===== config.mk =====
export PLATFORM = sky130hd
export DESIGN_NAME = mpio_port_block
export DESIGN_NICKNAME = d
export VERILOG_FILES = /design/src/verilog/mpio_pkg.sv /design/src/verilog/mpio_port_block.sv
export SDC_FILE = /design/constraint.sdc
export NUM_CORES = 1
export LEC_CHECK = 0
export BUFFER_PORTS_ARGS = -buffer_cell sky130_fd_sc_hd__buf_2
export CAP_MARGIN = 20
export CORE_UTILIZATION = 43
export DETAILED_ROUTE_END_ITERATION = 16
export MAX_ROUTING_LAYER = met4
export PLACE_DENSITY = 0.66
export SYNTH_ARGS = -nofsm -noshare
export SYNTH_HDL_FRONTEND = slang
export SYNTH_SLANG_ARGS = --single-unit

===== constraint.sdc =====
create_clock -name sys_clk_i -period 2.6 [get_ports sys_clk_i]
set_input_delay 0.39 -clock sys_clk_i [delete_from_list [all_inputs] [get_ports sys_clk_i]]
set_output_delay 0.39 -clock sys_clk_i [all_outputs]
set_load 0.02 [all_outputs]

===== src/verilog/mpio_pkg.sv =====
`default_nettype none
package mpio_pkg;

    // Data-memory bus and port widths
    localparam int ADDR_W = 8;
    localparam int DATA_W = 8;

    // Data-memory locations of the port registers
    localparam logic [ADDR_W-1:0] L_DATA_ADDR = 8'hd0;
    localparam logic [ADDR_W-1:0] L_DIR_ADDR  = 8'hd1;
    localparam logic [ADDR_W-1:0] L_PIN_ADDR  = 8'hd2;
    localparam logic [ADDR_W-1:0] G_DATA_ADDR = 8'hd4;
    localparam logic [ADDR_W-1:0] G_DIR_ADDR  = 8'hd5;
    localparam logic [ADDR_W-1:0] G_PIN_ADDR  = 8'hd6;
    localparam logic [ADDR_W-1:0] I_PIN_ADDR  = 8'hd7;
    localparam logic [ADDR_W-1:0] C_DATA_ADDR = 8'hd8;
    localparam logic [ADDR_W-1:0] C_DIR_ADDR  = 8'hd9;
    localparam logic [ADDR_W-1:0] C_PIN_ADDR  = 8'hda;
    localparam logic [ADDR_W-1:0] D_DATA_ADDR = 8'hdc;

    // Reset values
    localparam logic [DATA_W-1:0] PORT_RST   = 8'h00;
    localparam logic [DATA_W-1:0] PORT_D_RST = 8'hff;
    localparam logic [DATA_W-1:0] READ_IDLE  = 8'h00;

    // Port G special bits
    localparam int G_EXTERNAL_INTERRUPT_INPUT_BIT  = 0;
    localparam int G_ERR_BIT   = 1;
    localparam int G_CAP_BIT   = 2;
    localparam int G_T1IO_BIT  = 3;
    localparam int G_SO_BIT    = 4;
    localparam int G_SK_BIT    = 5;
    localparam int G_SI_BIT    = 6;
    localparam int G_IDLE_BIT  = 6;
    localparam int G_HALT_BIT  = 7;
    localparam int G_PHASE_BIT = 6;
    localparam int G_DLY_BIT   = 7;
    localparam int G_CKO_BIT   = 7;
    localparam logic [DATA_W-1:0] G_DATA_MASK = 8'h3f;

    // Port L timer-two inputs
    localparam int L_T2A_BIT = 4;
    localparam int L_T2B_BIT = 5;

    typedef struct packed {
        logic [DATA_W-1:0] out;
        logic [DATA_W-1:0] oe;
        logic [DATA_W-1:0] pull_up;
    } mpio_pin_s;

    typedef struct packed {
        logic [ADDR_W-1:0] addr;
        logic [DATA_W-1:0] wdata;
        logic              wr;
        logic              rd;
    } mpio_bus_s;

endpackage
`default_nettype wire


===== src/verilog/mpio_port_block.sv =====
`default_nettype none
// Summary of operation
// Direction/output bit pairs give hi-Z, pull-up input, drive low, drive high.
// Ports C, G, L each have direction, output and pin-read locations.
// Every bit of C, G, L is configured independently by software; the code fixes the G1, G6 and G7 pin functions instead.
// All L pins feed wakeup; L4 and L5 feed timer two inputs.
// G0,G2-G5 bidirectional, G6 input, G1 error out, G7 clock or input.
// In RC option G7 is an input and its rising edge wakes halt.
// Reads of G output bits 6 and 7 return zero.
// Writing one to G output bit 7 requests halt.
// Writing one to G output bit 6 requests idle.
// G direction bit 6 selects alternate serial shift clock phase.
// G direction bit 7 enables halt-exit clock delay in RC option.
// G pins route interrupt, timer one, serial out, clock and in.
// Port I is an 8-bit input-only port shared with analog inputs.
// Port D is output-only and forced high during reset.
// Port D writes reach pins one cycle later than other ports.
// External interrupt driver holds each level one instruction cycle.
// Timer input driver holds each level one instruction cycle.
// Reset clears L, G, C registers so pins float, except G1; the code floats G1 as well during reset.
// Pin-read writes are ignored; reads return current sampled levels.
// Alternate outputs on G still obey the pin's direction bit.
module mpio_port_block
    import mpio_pkg::*;
(
    input  wire logic              sys_clk_i,
    input  wire logic              srst_i,
    input  wire mpio_bus_s         bus_i,
    output var  logic [DATA_W-1:0] rdata_o,
    output var  logic              rvalid_o,
    input  wire logic [DATA_W-1:0] port_l_i,
    output var  mpio_pin_s         port_l_o,
    input  wire logic [DATA_W-1:0] port_c_i,
    output var  mpio_pin_s         port_c_o,
    input  wire logic [DATA_W-1:0] port_g_i,
    output var  mpio_pin_s         port_g_o,
    input  wire logic [DATA_W-1:0] port_i_i,
    output var  logic [DATA_W-1:0] port_d_o,
    input  wire logic              rc_osc_option_i,
    input  wire logic              osc_clock_i,
    input  wire logic              supervision_error_n_i,
    input  wire logic              timer_one_io_out_i,
    input  wire logic              timer_one_io_en_i,
    input  wire logic              serial_data_out_i,
    input  wire logic              serial_data_out_en_i,
    input  wire logic              serial_shift_clock_out_i,
    input  wire logic              serial_shift_clock_en_i,
    output var  logic [DATA_W-1:0] multi_input_wakeup_o,
    output var  logic              timer_two_input_a_o,
    output var  logic              timer_two_input_b_o,
    output var  logic              external_interrupt_input_o,
    output var  logic              timer_one_capture_in_o,
    output var  logic              timer_one_io_in_o,
    output var  logic              serial_shift_clock_in_o,
    output var  logic              serial_data_in_o,
    output var  logic              shift_clock_phase_select_o,
    output var  logic              halt_exit_clock_delay_o,
    output var  logic              halt_request_o,
    output var  logic              idle_request_o,
    output var  logic              halt_wake_o
);

    function automatic mpio_pin_s pin_decode(input logic [DATA_W-1:0] dir,
                                             input logic [DATA_W-1:0] data);
        mpio_pin_s p;
        p.oe      = dir;
        p.out     = dir & data;
        p.pull_up = ~dir & data;
        return p;
    endfunction

    logic [DATA_W-1:0] dir_l;
    logic [DATA_W-1:0] data_l;
    logic [DATA_W-1:0] dir_c;
    logic [DATA_W-1:0] data_c;
    logic [DATA_W-1:0] dir_g;
    logic [DATA_W-1:0] data_g;
    logic [DATA_W-1:0] data_d;
    logic [DATA_W-1:0] port_d_lag;
    logic [DATA_W-1:0] l_meta;
    logic [DATA_W-1:0] l_sync;
    logic [DATA_W-1:0] c_meta;
    logic [DATA_W-1:0] c_sync;
    logic [DATA_W-1:0] g_meta;
    logic [DATA_W-1:0] g_sync;
    logic [DATA_W-1:0] i_meta;
    logic [DATA_W-1:0] i_sync;
    logic [1:0]        misc_meta;
    logic [1:0]        misc_sync;
    logic              g7_prev;
    logic              rc_mode;
    logic              osc_sync;
    logic              wr_hit;
    mpio_pin_s         next_port_g;

    assign rc_mode  = misc_sync[0];
    assign osc_sync = misc_sync[1];
    assign wr_hit   = bus_i.wr;

    // Two-stage synchronisers for every pin input
    always_ff @(posedge sys_clk_i) begin
        l_meta    <= port_l_i;
        l_sync    <= l_meta;
        c_meta    <= port_c_i;
        c_sync    <= c_meta;
        g_meta    <= port_g_i;
        g_sync    <= g_meta;
        i_meta    <= port_i_i;
        i_sync    <= i_meta;
        misc_meta <= {osc_clock_i, rc_osc_option_i};
        misc_sync <= misc_meta;
    end

    // Port L and C registers
    always_ff @(posedge sys_clk_i) begin
        if (srst_i) begin
            dir_l  <= PORT_RST;
            data_l <= PORT_RST;
            dir_c  <= PORT_RST;
            data_c <= PORT_RST;
        end else if (wr_hit) begin
            if (bus_i.addr == L_DATA_ADDR) begin
                data_l <= bus_i.wdata;
            end else if (bus_i.addr == L_DIR_ADDR) begin
                dir_l <= bus_i.wdata;
            end else if (bus_i.addr == C_DATA_ADDR) begin
                data_c <= bus_i.wdata;
            end else if (bus_i.addr == C_DIR_ADDR) begin
                dir_c <= bus_i.wdata;
            end
        end
    end

    // Port G registers; data bits 6 and 7 are never stored
    always_ff @(posedge sys_clk_i) begin
        if (srst_i) begin
            dir_g  <= PORT_RST;
            data_g <= PORT_RST;
        end else if (wr_hit) begin
            if (bus_i.addr == G_DATA_ADDR) begin
                data_g <= bus_i.wdata & G_DATA_MASK;
            end else if (bus_i.addr == G_DIR_ADDR) begin
                dir_g <= bus_i.wdata;
            end
        end
    end

    // Port D register and its extra pipeline stage
    always_ff @(posedge sys_clk_i) begin
        if (srst_i) begin
            data_d     <= PORT_D_RST;
            port_d_lag <= PORT_D_RST;
            port_d_o   <= PORT_D_RST;
        end else begin
            if (wr_hit && bus_i.addr == D_DATA_ADDR) begin
                data_d <= bus_i.wdata;
            end
            port_d_lag <= data_d;
            port_d_o   <= port_d_lag;
        end
    end

    // Port G pin drive with alternate functions
    always_comb begin
        next_port_g = pin_decode(dir_g, data_g);
        if (timer_one_io_en_i) begin
            next_port_g.out[G_T1IO_BIT] = dir_g[G_T1IO_BIT] & timer_one_io_out_i;
        end
        if (serial_data_out_en_i) begin
            next_port_g.out[G_SO_BIT] = dir_g[G_SO_BIT] & serial_data_out_i;
        end
        if (serial_shift_clock_en_i) begin
            next_port_g.out[G_SK_BIT] = dir_g[G_SK_BIT] & serial_shift_clock_out_i;
        end
        next_port_g.out[G_ERR_BIT]     = 1'b0;
        next_port_g.oe[G_ERR_BIT]      = ~supervision_error_n_i;
        next_port_g.pull_up[G_ERR_BIT] = 1'b0;
        next_port_g.out[G_SI_BIT]      = 1'b0;
        next_port_g.oe[G_SI_BIT]       = 1'b0;
        next_port_g.pull_up[G_SI_BIT]  = 1'b0;
        next_port_g.out[G_CKO_BIT]     = ~rc_mode & osc_sync;
        next_port_g.oe[G_CKO_BIT]      = ~rc_mode;
        next_port_g.pull_up[G_CKO_BIT] = 1'b0;
    end

    // Registered pin drive for L, C, G
    always_ff @(posedge sys_clk_i) begin
        if (srst_i) begin
            port_l_o <= '0;
            port_c_o <= '0;
            port_g_o <= '0;
        end else begin
            port_l_o <= pin_decode(dir_l, data_l);
            port_c_o <= pin_decode(dir_c, data_c);
            port_g_o <= next_port_g;
        end
    end

    // Alternate input functions
    always_ff @(posedge sys_clk_i) begin
        if (srst_i) begin
            multi_input_wakeup_o       <= '0;
            timer_two_input_a_o        <= 1'b0;
            timer_two_input_b_o        <= 1'b0;
            external_interrupt_input_o <= 1'b0;
            timer_one_capture_in_o     <= 1'b0;
            timer_one_io_in_o          <= 1'b0;
            serial_shift_clock_in_o    <= 1'b0;
            serial_data_in_o           <= 1'b0;
        end else begin
            multi_input_wakeup_o       <= l_sync;
            timer_two_input_a_o        <= l_sync[L_T2A_BIT];
            timer_two_input_b_o        <= l_sync[L_T2B_BIT];
            external_interrupt_input_o <= g_sync[G_EXTERNAL_INTERRUPT_INPUT_BIT];
            timer_one_capture_in_o     <= g_sync[G_CAP_BIT];
            timer_one_io_in_o          <= g_sync[G_T1IO_BIT];
            serial_shift_clock_in_o    <= g_sync[G_SK_BIT];
            serial_data_in_o           <= g_sync[G_SI_BIT];
        end
    end

    // Special-purpose controls in port G bits 6 and 7
    always_ff @(posedge sys_clk_i) begin
        if (srst_i) begin
            shift_clock_phase_select_o <= 1'b0;
            halt_exit_clock_delay_o    <= 1'b0;
            halt_request_o             <= 1'b0;
            idle_request_o             <= 1'b0;
            halt_wake_o                <= 1'b0;
            g7_prev                    <= g_sync[G_CKO_BIT];
        end else begin
            shift_clock_phase_select_o <= dir_g[G_PHASE_BIT];
            halt_exit_clock_delay_o    <= dir_g[G_DLY_BIT] & rc_mode;
            halt_request_o <= wr_hit && bus_i.addr == G_DATA_ADDR
                              && bus_i.wdata[G_HALT_BIT];
            idle_request_o <= wr_hit && bus_i.addr == G_DATA_ADDR
                              && bus_i.wdata[G_IDLE_BIT];
            g7_prev     <= g_sync[G_CKO_BIT];
            halt_wake_o <= rc_mode & g_sync[G_CKO_BIT] & ~g7_prev;
        end
    end

    // Register reads
    always_ff @(posedge sys_clk_i) begin
        if (srst_i) begin
            rdata_o  <= READ_IDLE;
            rvalid_o <= 1'b0;
        end else begin
            rvalid_o <= bus_i.rd;
            if (!bus_i.rd) begin
                rdata_o <= READ_IDLE;
            end else if (bus_i.addr == L_DATA_ADDR) begin
                rdata_o <= data_l;
            end else if (bus_i.addr == L_DIR_ADDR) begin
                rdata_o <= dir_l;
            end else if (bus_i.addr == L_PIN_ADDR) begin
                rdata_o <= l_sync;
            end else if (bus_i.addr == G_DATA_ADDR) begin
                rdata_o <= data_g & G_DATA_MASK;
            end else if (bus_i.addr == G_DIR_ADDR) begin
                rdata_o <= dir_g;
            end else if (bus_i.addr == G_PIN_ADDR) begin
                rdata_o <= g_sync;
            end else if (bus_i.addr == I_PIN_ADDR) begin
                rdata_o <= i_sync;
            end else if (bus_i.addr == C_DATA_ADDR) begin
                rdata_o <= data_c;
            end else if (bus_i.addr == C_DIR_ADDR) begin
                rdata_o <= dir_c;
            end else if (bus_i.addr == C_PIN_ADDR) begin
                rdata_o <= c_sync;
            end else if (bus_i.addr == D_DATA_ADDR) begin
                rdata_o <= data_d;
            end else begin
                rdata_o <= READ_IDLE;
            end
        end
    end

    // Checks
    decode_l_pins_a:
    assert property (@(posedge sys_clk_i) disable iff (srst_i)
        !$past(srst_i) |-> port_l_o.oe == $past(dir_l)
            && port_l_o.out == ($past(dir_l) & $past(data_l))
            && port_l_o.pull_up == (~$past(dir_l) & $past(data_l)))
        else $error("Port L pin drive does not match its registers");

    pin_write_ignored_a:
    assert property (@(posedge sys_clk_i) disable iff (srst_i)
        bus_i.wr && bus_i.addr == L_PIN_ADDR |=> $stable(dir_l) && $stable(data_l))
        else $error("Write to pin location changed port L");

    g_high_read_zero_a:
    assert property (@(posedge sys_clk_i) disable iff (srst_i)
        bus_i.rd && bus_i.addr == G_DATA_ADDR |=> rvalid_o && rdata_o[7:6] == 2'b00)
        else $error("Port G output bits 6 and 7 read nonzero");

    halt_request_a:
    assert property (@(posedge sys_clk_i) disable iff (srst_i)
        bus_i.wr && bus_i.addr == G_DATA_ADDR && bus_i.wdata[G_HALT_BIT]
            |=> halt_request_o ##1 !halt_request_o || $past(bus_i.wr))
        else $error("Halt request missing after write");

    idle_request_a:
    assert property (@(posedge sys_clk_i) disable iff (srst_i)
        idle_request_o |-> $past(bus_i.wr) && $past(bus_i.addr) == G_DATA_ADDR)
        else $error("Idle request without a port G write");

    phase_select_a:
    assert property (@(posedge sys_clk_i) disable iff (srst_i)
        bus_i.wr && bus_i.addr == G_DIR_ADDR |=> ##1
            shift_clock_phase_select_o == $past(bus_i.wdata[G_PHASE_BIT], 2))
        else $error("Shift clock phase does not follow direction bit 6");

    g6_input_only_a:
    assert property (@(posedge sys_clk_i) disable iff (srst_i)
        !port_g_o.oe[G_SI_BIT])
        else $error("G6 is driven");

    port_d_lag_a:
    assert property (@(posedge sys_clk_i) disable iff (srst_i)
        !$past(srst_i) && !$past(srst_i, 2) |-> port_d_o == $past(data_d, 2))
        else $error("Port D does not lag its register by two cycles");

    port_d_reset_a:
    assert property (@(posedge sys_clk_i) disable iff (1'b0)
        srst_i |=> port_d_o == PORT_D_RST)
        else $error("Port D not high after reset");

    reset_float_a:
    assert property (@(posedge sys_clk_i) disable iff (1'b0)
        srst_i ##1 srst_i |=> port_l_o.oe == '0 && port_c_o.oe == '0
            && port_g_o.oe[5:2] == 4'h0)
        else $error("Ports not floating after reset");

    wake_rc_only_a:
    assert property (@(posedge sys_clk_i) disable iff (srst_i)
        halt_wake_o |-> $past(rc_mode) && $past(g_sync[G_CKO_BIT]) && !$past(g7_prev))
        else $error("Halt wake without G7 rising edge in RC mode");

    clock_delay_a:
    assert property (@(posedge sys_clk_i) disable iff (srst_i)
        halt_exit_clock_delay_o |-> $past(rc_mode) && $past(dir_g[G_DLY_BIT]))
        else $error("Clock delay enabled outside RC mode");

endmodule // mpio_port_block
`default_nettype wire


==> results of run 1 <==
## repair_timing
item                       4_1_cts  5_1_grt
hold endpoints to repair        34        0
setup endpoints to repair        0        0
hold buffers                    34        0
## area by class of cell
cell class                 instances  share of cell area
timing repair buffer             212               0.134
clock buffer                      33              0.0693
sequential                       232               0.485
tap                              220              0.0288
inverter                           4             0.00157
multi-input combinational        382               0.268
clock inverter                     8              0.0133
## cells in the final DEF, fill, tap and decap left out, drive strengths merged, types with 2 or more instances in the layout
cell type | synthesis | routed
nor3b | 24 | 24
nor2b | 49 | 49
a22oi | 8 | 8
and2 | 12 | 12
nor2 | 59 | 59
a211o | 8 | 8
nand3b | 2 | 2
nand3 | 6 | 6
buf | 23 | 178
o2bb2ai | 6 | 6
inv | 4 | 6
o22ai | 11 | 11
a2bb2oi | 5 | 5
nor3 | 5 | 5
clkinv | 0 | 2
nand2b | 10 | 10
clkbuf | 21 | 33
o21ai | 16 | 16
or2 | 18 | 18
mux2 | 8 | 8
bufinv | 0 | 3
conb | 1 | 6
mux2i | 56 | 56
nand4b | 2 | 2
dlygate4sd3 | 0 | 34
dfxtp | 232 | 232
nand2 | 22 | 22
and3b | 12 | 12
a21oi | 24 | 24
## kinds of logic (layout without fill, tap and decap cells)
| group | after synthesis | count (layout) | share of synthesized area |
|---|---|---|---|
| AO/OA/AOI/OAI | 84 | 84 | 0.0734 |
| other | 1 | 6 | 0.000506 |
| AND/OR/NAND/NOR | 228 | 228 | 0.181 |
| flip-flops | 232 | 232 | 0.626 |
| buffers and inverters | 48 | 257 | 0.0309 |
| multiplexers | 64 | 64 | 0.0877 |
## critical path: cells and delay by family
| kind | cells | cell delay (ps) |
|---|---|---|
| muxes | 1 | 160 |
| buffers and inverters | 4 | 810 |
| and+or+nand+nor | 4 | 700 |
## layer usage
layer | global-route usage | vias to the layer above | wire (µm)
met5 | - | - | 0
met4 | 0.0650 | 0 | 438
met3 | 0.0369 | 29 | 1030
met2 | 0.345 | 175 | 8740
met1 | 0.264 | 2498 | 7970
li1 | - | 2609 | -
## where the power goes
group	switching [W]	internal (W)	total (W)
Combinational	0.000200	0.000144	0.000344
Clock	0.00132	0.00208	0.00340
Sequential	0.0000251	0.00363	0.00365
## metrics by stage
| step | instances | setup slack (ps) |
|---|---|---|
| 3_5_place_dp | 1016 | 412 |
| 6_report | 1091 | 916 |
| 4_1_cts | 1091 | 927 |
| 3_3_place_gp | 1016 | 486 |
| 2_1_floorplan | 662 | 898 |
| 5_1_grt | 1091 | 787 |
## final timing paths
check | slack, ps | from | to | cells after the start
hold / removal | 50 | supervision_error_n_i | port_g_o[9]$_SDFF_PP0_ | 2
hold reg to reg | 330 | g_meta[3]$_DFF_P_ | g_sync[3]$_DFF_P_ | 0
setup / recovery | 920 | bus_i[15] | dir_l[2]$_SDFFE_PP0P_ | 9
setup reg to reg | 1210 | dir_g[6]$_SDFFE_PP0P_ | rdata_o[6]$_SDFF_PP0_ | 5
==> flow_summary.ini, run 1 <==
[worst_setup_path]
required_ps = 2980
path_cells = buf_2 -> nand4b_4 -> buf_4 -> nor3_1 -> buf_4 -> nand3_1 -> buf_4 -> mux2i_1 -> nor2_1
cp-start-kind = primary input
slowest_delay_ps = 290
critPathKind = primary input to flop
end_kind = flop
cp_max_fo = 14
crit_top_cell = buf_4
slowest_stage = nand4b_4
arrival_ps = 2070

[clocking]
postCtsSetupBuffers = 0
clk_path_buf_depth = 3
cts_resized = 0
cts_buffers = 23
cts_tree = built
insertion_delay_ps = 500
cts_root_buf = clkbuf_16
cts_sinks = 232
htree_levels = 1
path_clk_slew_ps = 60

[synth]
yosysWarnings = 0
synthArstFlopShare = 0
netlist_top_cells_count = dfxtp_1 (232), nor2_1 (57), mux2i_1 (56), nor2b_1 (49)
avgSynthCellArea_um2 = 11.3
ys_seq_elements = 232
synth_top_cell_by_area = dfxtp_1
synthCells = 657
synthTopCellsByArea = dfxtp_1 (63%), mux2i_1 (7.6%), nor2b_1 (4.1%)
yosysTopAreaCellShare = 0.626
ys_types = 49
syn_area_um2 = 7420
seq_area_frac_synth = 0.626
synthFlopType = dfxtp_1
synth_edf_count = 0
yosysMostFrequentCell = dfxtp_1

[global_routing]
overflow = 0
grt_max_degree = 68
antenna_found_initial = 0
grt_pass1_vias = 5341
grt_usage = 0.210
grt_pass1_wl_um = 28700

[drt]
post-route-drc-count = 0
first_pass_iters = 5
wl_um = 18200
antenna_left = 0
vias = 5311
viasPerCell = 4.87
dr.first_iter.drc_count = 339
wl_per_cell_um = 16.7

[sta]
skew_ps = 12.0
period_share = 0.648
drv_slew = 0
hold_viol = 0
hold_ws_ps = 50.6
tightest_slew_ps = 656
setup_viol = 0
rsz0062_at_grt = no
max_freq_ghz = 0.594
fin_crit_ps = 1680
fin_setup_tns_ps = 0
slew_headroom = 0.561

[power]
powerDensity_nw_per_um2 = 773
finalPower_w = 0.00740
leakage_nw = 4.31
peakVddDrop_mv = 0.516

[die]
core-area_um2 = 16700
die_h_um = 133
die_w_um = 133
ios = 170
initial_core_util = 0.444
row_count = 47
die_area_um2 = 17800

[job]
timing.max_cap.violations = 0

[finish]
synthToLayoutAreaGrowth_pct = 29.0
drive_above_1_share = 0.274
utilization = 0.573
fin_area_um2 = 9570
diodes = 0
largest_registers = port_c_o: 24 flops, port_l_o: 24 flops, port_g_o: 18 flops
area.sequential_um2 = 4640
nNetsFinal = 916
fillerInstances = 1431
multiInputGateArea_um2 = 2560

[status]
status = finished, final reports clean

[place]
dpl.hpwl_um = 12700
placement.cell_area_um2 = 8440
place.gp.congestion = 0.922
port_buffers = 163

[hold_path]
hp-class = primary input to flop
Power figures use the tool's default switching activity.
==> inputs of run 2 (changes only) <==
PLACE_DENSITY = 0.68   (was 0.66)
clock period = 1.4 ns   (was 2.6 ns; I/O delays follow)
==> flow_summary.ini, run 2 (synthesized netlist as in run 1, its figures left out) <==
[status]
status = finished, final reports clean

[power]
p_clk_frac = 0.455
powerDensity_nw_per_um2 = 1370
leakage_nw = 4.58
switchingPower_w = 0.00299
share_comb_of_total_power = 0.053
peakVddDrop_mv = 0.982
swShare = 0.216
p_int_w = 0.0108
p_seq_frac = 0.492

[worst_setup_path]
slowest_delay_ps = 390
setup.worst_path.start = idle_request_o$_SDFF_PP0_
cp-start-kind = flop
reg2regPathDepth = 5
end_kind = output pin
crit_family = flip-flops
arrival_ps = 1110
path_buf_inv = 1
worst-path-stages = 1
path_cells = buf_2
r2r_slack_ps = 140
required_ps = 1190
r2r-end = rdata_o[6]$_SDFF_PP0_
crit_end = idle_request_o
cp_max_fo = 1
critPathKind = flop to output pin
slowest_stage = dfxtp_1
r2r_start = dir_g[6]$_SDFFE_PP0P_

[place]
place.gp.congestion = 0.872
port_buffers = 163
dp.cells = 1060
dpl.hpwl_um = 12800
placement.cell_area_um2 = 8870

[finish]
fillerInstances = 1388
utilization = 0.604
drive_above_1_share = 0.314
final_cell_mix = dfxtp_1 (232), buf_2 (162), mux2i_1 (56), nor2_1 (56), buf_4 (53)
fin_cells = 1145
fin_area_um2 = 10100
largest_registers = port_c_o: 24 flops, port_l_o: 24 flops, port_g_o: 18 flops
layout_commonest_cell = dfxtp_1
nNetsFinal = 968
diodes = 0
synthToLayoutAreaGrowth_pct = 36.0

[drt]
viasPerCell = 4.76
antenna_left = 0
post-route-drc-count = 0
vias = 5448
first_pass_iters = 4
dr.first_iter.drc_count = 240
wl_um = 18400
wl_per_cell_um = 16.1

[global_routing]
grt_pass1_wl_um = 29200
grt_pass1_vias = 5409
use_met3 = 0.0365
grt_usage = 0.217
grt_max_degree = 53
grt_util_met2 = 0.354
grt.busiest_layer = met2
use_met1 = 0.268
antenna_found_initial = 0
overflow = 0

[clocking]
cts_hold_buf = 41
cts_sinks = 232
cts_resized = 0
cts_root_buf = clkbuf_16
insertion_delay_ps = 510
htree_levels = 1
cts_tree = built
postCtsSetupBuffers = 0
cts_buffers = 24
clk_path_buf_depth = 3
path_clk_slew_ps = 60

[sta]
skew_ps = 14.9
fin_crit_ps = 1320
drv_slew = 0
max_freq_ghz = 0.760
rsz0062_at_grt = no
setup_viol = 0
fin_setup_tns_ps = 0
hold_viol = 0
period_share = 0.939
hold_ws_ps = 57.0

[die]
initial_core_util = 0.444
row_count = 47
die_w_um = 133
die_h_um = 133
die_area_um2 = 17800
core-area_um2 = 16700
ios = 170

[job]
timing.max_cap.violations = 0

[hold_path]
hp-class = primary input to flop
[run 2: changes by cell type in the layout (fill, tap and decap cells not counted), moves of 2 or more]
cell / delta
buf_4: +38
dlygate4sd3_1: +7
buf_12: +6
bufinv_16: -2
clkbuf_16: +2
clkinv_2: +2
clkinvlp_4: +2
[run 2: worst min path at each step]
stage,endpoint,depth (start not counted),slack (ps),startpoint
2_1_floorplan,c_meta[0]$_DFF_P_,0,240,port_c_i[0]
3_3_place_gp,misc_sync[0]$_DFF_P_,0,310,misc_meta[0]$_DFF_P_
3_5_place_dp,l_sync[4]$_DFF_P_,0,310,l_meta[4]$_DFF_P_
4_1_cts,data_d[7]$_SDFFE_PP1P_,2,40,bus_i[9]
5_1_grt,data_d[7]$_SDFFE_PP1P_,2,50,bus_i[9]
6_report,data_d[7]$_SDFFE_PP1P_,2,60,bus_i[9]
[run 2: layer usage]
metal	share of wire	up-vias	routed length, µm
met4	0.029	0	539
met5	0	-	0
met3	0.056	36	1030
li1	-	2720	-
met2	0.49	169	8930
met1	0.43	2523	7920
[run 2: final cells by class]
type                       instances  area (µm²)  share of cell area
sequential                       232        4640               0.460
multi-input combinational        382        2590               0.256
timing repair buffer             263        1760               0.174
clock buffer                      34         709              0.0703
tap                              220         275              0.0273
clock inverter                    10        97.6             0.00967
inverter                           4        15.0             0.00149
[run 2: power by group through the flow]
stage                     sequential, W  clock (W)  combinational, W
after floorplan                 0.00695          0          0.000304
final                           0.00679    0.00629          0.000734
after CTS                       0.00679    0.00642          0.000730
after global placement          0.00694          0          0.000636
after detailed placement        0.00694          0          0.000639
after global routing            0.00680    0.00672          0.000790
[run 2: through the flow]
stage	total power [W]	setup slack [ps]
floorplan	0.00725	-58.5
global placement	0.00757	-226
detailed placement	0.00757	-234
CTS	0.0139	79.8
global route	0.0143	44.2
finish	0.0138	84.7
